`config.mk`:
```
export PLATFORM = sky130hd
export DESIGN_NAME = cbr_rx_out
export DESIGN_NICKNAME = d
export VERILOG_FILES = /design/src/hw/cbr_pkg.sv /design/src/hw/cbr_rx_out.sv /design/src/hw/cbr_fifo.sv
export SDC_FILE = /design/constraint.sdc
export NUM_CORES = 1
export LEC_CHECK = 0
export BUFFER_PORTS_ARGS = -buffer_cell sky130_fd_sc_hd__buf_2
export CAP_MARGIN = 5
export CORE_ASPECT_RATIO = 1.2
export CORE_MARGIN = 2
export CORE_UTILIZATION = 45
export CTS_CLUSTER_SIZE = 10
export DETAILED_ROUTE_END_ITERATION = 10
export PLACE_DENSITY = 0.62
export SYNTH_ARGS = -nofsm -noshare
export SYNTH_HDL_FRONTEND = slang
export SYNTH_SLANG_ARGS = --single-unit
```
`constraint.sdc`:
```
create_clock -name sys_clk -period 2.9 [get_ports sys_clk]
set_input_delay 0.145 -clock sys_clk [delete_from_list [all_inputs] [get_ports sys_clk]]
set_output_delay 0.145 -clock sys_clk [all_outputs]
set_load 0.02 [all_outputs]
```
`src/hw/cbr_pkg.sv`:
```
package cbr_pkg;
   localparam int CBR_WORD_W = 16;
   localparam int CBR_OCTET_W = 8;
   localparam int CBR_ADDR_W = 5;
   localparam logic [4:0] CBR_NULL_PORT = 5'h1F;
   localparam int CBR_FIFO_DEPTH = 16;
   localparam logic CBR_PAR_ODD = 1'b1;
endpackage

```
`src/hw/cbr_rx_out.sv`:
```
`timescale 1ns/1ps
`default_nettype none
module cbr_rx_out
   import cbr_pkg::*;
#(
   parameter int WORD_W = cbr_pkg::CBR_WORD_W,
   parameter int DEPTH = cbr_pkg::CBR_FIFO_DEPTH
) (
   // Clock and reset
   input wire logic sys_clk,
   input wire logic rst,
   // Cell stream from the receive core
   input wire logic cell_valid,
   output logic cell_ready,
   input wire logic [WORD_W-1:0] cell_word,
   input wire logic cell_first,
   // Configuration
   input wire logic wide_mode,
   input wire logic [cbr_pkg::CBR_ADDR_W-1:0] own_port,
   // Link pins
   input wire logic rx_byte_clock,
   input wire logic rx_read_strobe_n,
   input wire logic [cbr_pkg::CBR_ADDR_W-1:0] rx_port_select,
   output logic [WORD_W-1:0] rx_cell_word,
   output logic rx_cell_word_oe,
   output logic rx_word_parity,
   output logic rx_word_parity_oe,
   output logic rx_cell_first_flag,
   output logic rx_cell_first_flag_oe
);
   import cbr_pkg::*;

   logic [2:0] clk_sync_q;
   logic [1:0] enb_sync_q;
   logic [2*CBR_ADDR_W-1:0] addr_sync_q;
   logic [CBR_ADDR_W-1:0] port_q;
   logic sel_q;
   logic drive_q;
   logic [WORD_W-1:0] word_q;
   logic first_q;
   logic par_q;
   logic edge_rise;
   logic enb_now;
   logic f_valid;
   logic f_ready;
   logic f_first;
   logic [WORD_W-1:0] f_word;
   logic [WORD_W-1:0] eff_word;

   cbr_fifo #(.WIDTH(WORD_W + 1), .DEPTH(DEPTH)) u_fifo (
      .sys_clk(sys_clk),
      .rst(rst),
      .in_valid(cell_valid),
      .in_ready(cell_ready),
      .in_data({cell_first, cell_word}),
      .out_valid(f_valid),
      .out_ready(f_ready),
      .out_data({f_first, f_word})
   );

   // Link clock is sampled; only the second and third stages feed edge logic
   always_ff @(posedge sys_clk) begin
      if (rst) begin
         clk_sync_q <= '0;
         enb_sync_q <= 2'h3;
         addr_sync_q <= '1;
      end else begin
         clk_sync_q <= {clk_sync_q[1:0], rx_byte_clock};
         enb_sync_q <= {enb_sync_q[0], rx_read_strobe_n};
         addr_sync_q <= {addr_sync_q[CBR_ADDR_W-1:0], rx_port_select};
      end
   end

   assign edge_rise = clk_sync_q[1] && !clk_sync_q[2];
   assign enb_now = !enb_sync_q[1];

   // Own address caught after reset release, not under it
   always_ff @(posedge sys_clk) begin
      if (rst) begin
         port_q <= CBR_NULL_PORT;
      end else if (port_q == CBR_NULL_PORT) begin
         port_q <= own_port;
      end
   end

   // Selection latched on the link edge where our address is polled
   always_ff @(posedge sys_clk) begin
      if (rst) begin
         sel_q <= 1'b0;
      end else if (edge_rise && enb_sync_q[1]) begin
         sel_q <= (addr_sync_q[2*CBR_ADDR_W-1:CBR_ADDR_W] == port_q)
            && (port_q != CBR_NULL_PORT);
      end
   end

   // Drive only in the link cycle that follows an asserted enable
   always_ff @(posedge sys_clk) begin
      if (rst) begin
         drive_q <= 1'b0;
      end else if (edge_rise) begin
         drive_q <= enb_now && sel_q;
      end
   end

   assign f_ready = edge_rise && enb_now && sel_q;

   // Narrow mode clears the high octet so it never carries stale bits
   assign eff_word = wide_mode ? f_word
      : {{(WORD_W - CBR_OCTET_W){1'b0}}, f_word[CBR_OCTET_W-1:0]};

   always_ff @(posedge sys_clk) begin
      if (rst) begin
         word_q <= '0;
         first_q <= 1'b0;
         par_q <= CBR_PAR_ODD;
      end else if (edge_rise) begin
         if (f_ready && f_valid) begin
            word_q <= eff_word;
            first_q <= f_first;
            par_q <= wide_mode ? (^f_word ^ CBR_PAR_ODD)
               : (^f_word[CBR_OCTET_W-1:0] ^ CBR_PAR_ODD);
         end else begin
            // Underrun: idle word, no cell start, parity still consistent
            word_q <= '0;
            first_q <= 1'b0;
            par_q <= CBR_PAR_ODD;
         end
      end
   end

   assign rx_cell_word = word_q;
   assign rx_cell_first_flag = first_q;
   assign rx_word_parity = par_q;
   assign rx_cell_word_oe = drive_q;
   assign rx_cell_first_flag_oe = drive_q;
   assign rx_word_parity_oe = drive_q;
endmodule
`default_nettype wire

```
`src/hw/cbr_fifo.sv`:
```
`timescale 1ns/1ps
`default_nettype none
module cbr_fifo #(
   parameter int WIDTH = 17,
   parameter int DEPTH = 16
) (
   // Clock and reset
   input wire logic sys_clk,
   input wire logic rst,
   // Fill side
   input wire logic in_valid,
   output logic in_ready,
   input wire logic [WIDTH-1:0] in_data,
   // Drain side
   output logic out_valid,
   input wire logic out_ready,
   output logic [WIDTH-1:0] out_data
);
   localparam int AW = $clog2(DEPTH);
   logic [WIDTH-1:0] mem_q [DEPTH];
   logic [AW-1:0] wr_q;
   logic [AW-1:0] rd_q;
   logic [AW:0] cnt_q;
   logic push;
   logic pop;

   assign in_ready = (cnt_q != DEPTH[AW:0]);
   assign out_valid = (cnt_q != '0);
   assign out_data = mem_q[rd_q];
   assign push = in_valid && in_ready;
   assign pop = out_valid && out_ready;

   always_ff @(posedge sys_clk) begin
      if (push) begin
         mem_q[wr_q] <= in_data;
      end
   end

   always_ff @(posedge sys_clk) begin
      if (rst) begin
         wr_q <= '0;
         rd_q <= '0;
         cnt_q <= '0;
      end else begin
         if (push) begin
            wr_q <= (wr_q == AW'(DEPTH - 1)) ? '0 : wr_q + 1'b1;
         end
         if (pop) begin
            rd_q <= (rd_q == AW'(DEPTH - 1)) ? '0 : rd_q + 1'b1;
         end
         if (push && !pop) begin
            cnt_q <= cnt_q + 1'b1;
         end else if (pop && !push) begin
            cnt_q <= cnt_q - 1'b1;
         end
      end
   end
endmodule
`default_nettype wire

```
==> metrics.txt <==
run status=finished clean; sequential-to-total area share from yosys stat=74.3%; vias in the first global route=6931; Die ar.=0.0292 mm²; Tcrit/Tclk final=95.1%; final count of negative-setup-slack endpoints=0; Routed Wire Length=27200 µm; main flop type after synthesis=edfxtp_1; Placer Congestion=0.781; MaxCap Viol Count=0; PwrDens=702 mW/mm²; Slew HR=46.1%; Mapped Area=0.0125 mm²; Place WS=0.0398 ns; number of flops mapped to enable cells by yosys=272; leakage power figure=4.87 nW; Worst Path Required=3.33 ns; VDD IR-drop max=0.528 mV; CP Max Fanout=5; global-route usage over all layers=19.1%; Syn Nets=717; top cell type's share of synthesized area=65.2%; clock skew=0.0199 ns; Crit. End Element=flip-flop; I/O pin count=55; clk slew on worst S/H paths=0.06 ns; Sum Neg Setup Slack=0 ns; post-layout min period=2.76 ns; largest net degree at the start of global routing=45; top routing layer used=met5; I/O Buffers=54; Post-Place Cell Area=0.0135 mm²; M1 WL=11000 µm; final instance area=0.0148 mm²; critical setup path kind=reg2reg; first-pass GRT wire length=41300 µm; total gr overflow=0; fraction of registers with async set or reset after synthesis=0%; most common cell in the netlist=edfxtp_1; worst hold-check path type=in2reg; Mean Syn Cell Area=18.6 µm²; Post-DP HPWL=16400 µm; Final Hold Fails=0; Buf/Inv on CP=2; WL met3=1820 µm; Arrival @ worst endpoint=3.19 ns; Vias/cell=5.69; CTS Buf Count=39; DRC violations left=0; antenna viol nets, final=0; vias after detailed routing=6533; Slew Limit Fails=0; fraction of layout cells with a size suffix above 1=29.3%; CTS Buffer Depth=3; sequence of cells on the critical path=or4_1 -> o21a_1 -> inv_1 -> ha_1 -> inv_2 -> fa_2 -> a21o_1 -> a21oi_1 -> xnor2_1 -> or3_1 -> a21oi_1; WL met2=14000 µm; Max Fclk=362 MHz; synthesized instance count=674; Slowest cell on crit path=or4_1; Worst setup SP type=flip-flop; area grow syn2layout=18.0%; TritonCTS clock tree=built; top cells by area, synth=edfxtp_1 65%, mux4_2 12%, dfxtp_1 9.1%; leading area contributor after synthesis=edfxtp_1; delay-heaviest family, CP=simple AND/OR/NAND/NOR gates; Starting DRT DRC Count=665; most used cell, CP=a21oi_1; clk sink count=329; Root Buffer=clkbuf_16; core area=0.0273 mm²; Die Y-Extent=187 µm; initial antenna violation count=1; Pwr Total=0.0104 W; fin nets=823; num rows=66; worst skew pair latency=0.51 ns; ANT cells=0; Starting Density=46.0%; # H-tree levels=2; RSZ-0062 raised after global routing=true; final worst slack=0.141 ns; first drt pass iteration count=5; Max stage delay on crit path=0.51 ns; WL per Instance=23.7 µm; #FFs+latches synth=329; top post-synthesis cells by count=272 x edfxtp_1, 69 x mux4_2, 57 x dfxtp_1; synth warn=0; Worst-Margin Slew=0.809 ns; chip width=156 µm; unique cell type count in the Yosys netlist=35; utilization after layout=54.3%
[worst paths after layout]
check / startpoint / to / slack, ns / cells past startpoint
max: u_fifo.cnt_q[0] / u_fifo.cnt_q[4] / 0.14 / 11
min: cell_word[4] / u_fifo.mem_q[8][4] / 0.01 / 1
max reg2reg: u_fifo.cnt_q[0] / u_fifo.cnt_q[4] / 0.14 / 11
min reg2reg: addr_sync_q[1] / addr_sync_q[6] / 0.41 / 1
[layout by cell type, fill, tap and decap left out, types with 4 or more instances in the layout]
cell type | synthesis | layout
buf_12 | 0 | 12
buf_2 | 7 | 54
nand2_1 | 30 | 30
edfxtp_1 | 272 | 272
buf_4 | 6 | 23
a22oi_1 | 49 | 49
xor2_1 | 10 | 10
nor2_2 | 0 | 13
or2_2 | 12 | 12
nor2_1 | 42 | 29
inv_1 | 6 | 5
nor2b_1 | 5 | 5
xnor2_1 | 16 | 15
nor3_2 | 0 | 4
ha_1 | 9 | 9
a21oi_1 | 12 | 12
nand2b_1 | 8 | 8
o21ai_0 | 9 | 9
dfxtp_1 | 57 | 53
clkbuf_1 | 19 | 28
clkbuf_16 | 0 | 40
mux4_2 | 69 | 69
dlygate4sd3_1 | 0 | 15
[report_power, final]
| group | total [W] | internal [W] | switching, W | leakage, nW |
|---|---|---|---|---|
| Combinational | 0.000739 | 0.000310 | 0.000429 | 1.42 |
| Sequential | 0.00533 | 0.00526 | 0.0000683 | 2.92 |
| Clock | 0.00431 | 0.00257 | 0.00174 | 0.531 |
[cells by family after synthesis]
| family | synth area share (%) |
|---|---|
| AOI/OAI and AO/OA | 4.14 |
| xor gates and xnor gates | 1.82 |
| adders and majority gates | 1.06 |
| buffers and inverters | 1.78 |
| DFF | 74.3 |
| muxes | 12.5 |
| and+or+nand+nor | 4.41 |
[layout make-up]
class | instances | area, µm²
flip-flops and latches | 329 | 9320
well taps | 340 | 425
clock buffers | 68 | 1110
inverters | 6 | 22.5
repair buffers | 104 | 833
fillers | 2079 | 12500
clock inverters | 2 | 16.3
multi-input cells | 300 | 3070
[stage by stage]
step                      hold slack, ns  instances
after floorplan                    0.244        674
after global placement             0.336       1064
after detailed placement           0.334       1064
after CTS                        0.00131       1149
after global routing             0.00900       1149
final                             0.0131       1149
[flip-flops by register name (all words and copies together), names as in the netlist, named ones only]
register               count
u_fifo.cnt_q               5
rx_word_parity             1
clk_sync_q                 3
u_fifo.wr_q                4
rx_cell_first_flag         1
u_fifo.mem_q             272
addr_sync_q               10
enb_sync_q                 2
u_fifo.rd_q                4
port_q                     5
sel_q                      1
rx_cell_word              16
rx_cell_first_flag_oe      1
[routing by layer]
layer / global-route usage (%) / vias up
met4: 4.27 / 2
met1: 25.1 / 3392
li1: - / 2885
met5: 0 / -
met2: 32.9 / 216
met3: 3.76 / 38
[timing repair]
item	4_1_cts	5_1_grt
hold endpoints to repair	45	0
gates resized for setup	0	8
endpoints found under the setup margin	0	2
hold buffers	15	0
setup buffers	0	0
Power figures use the tool's default switching activity.
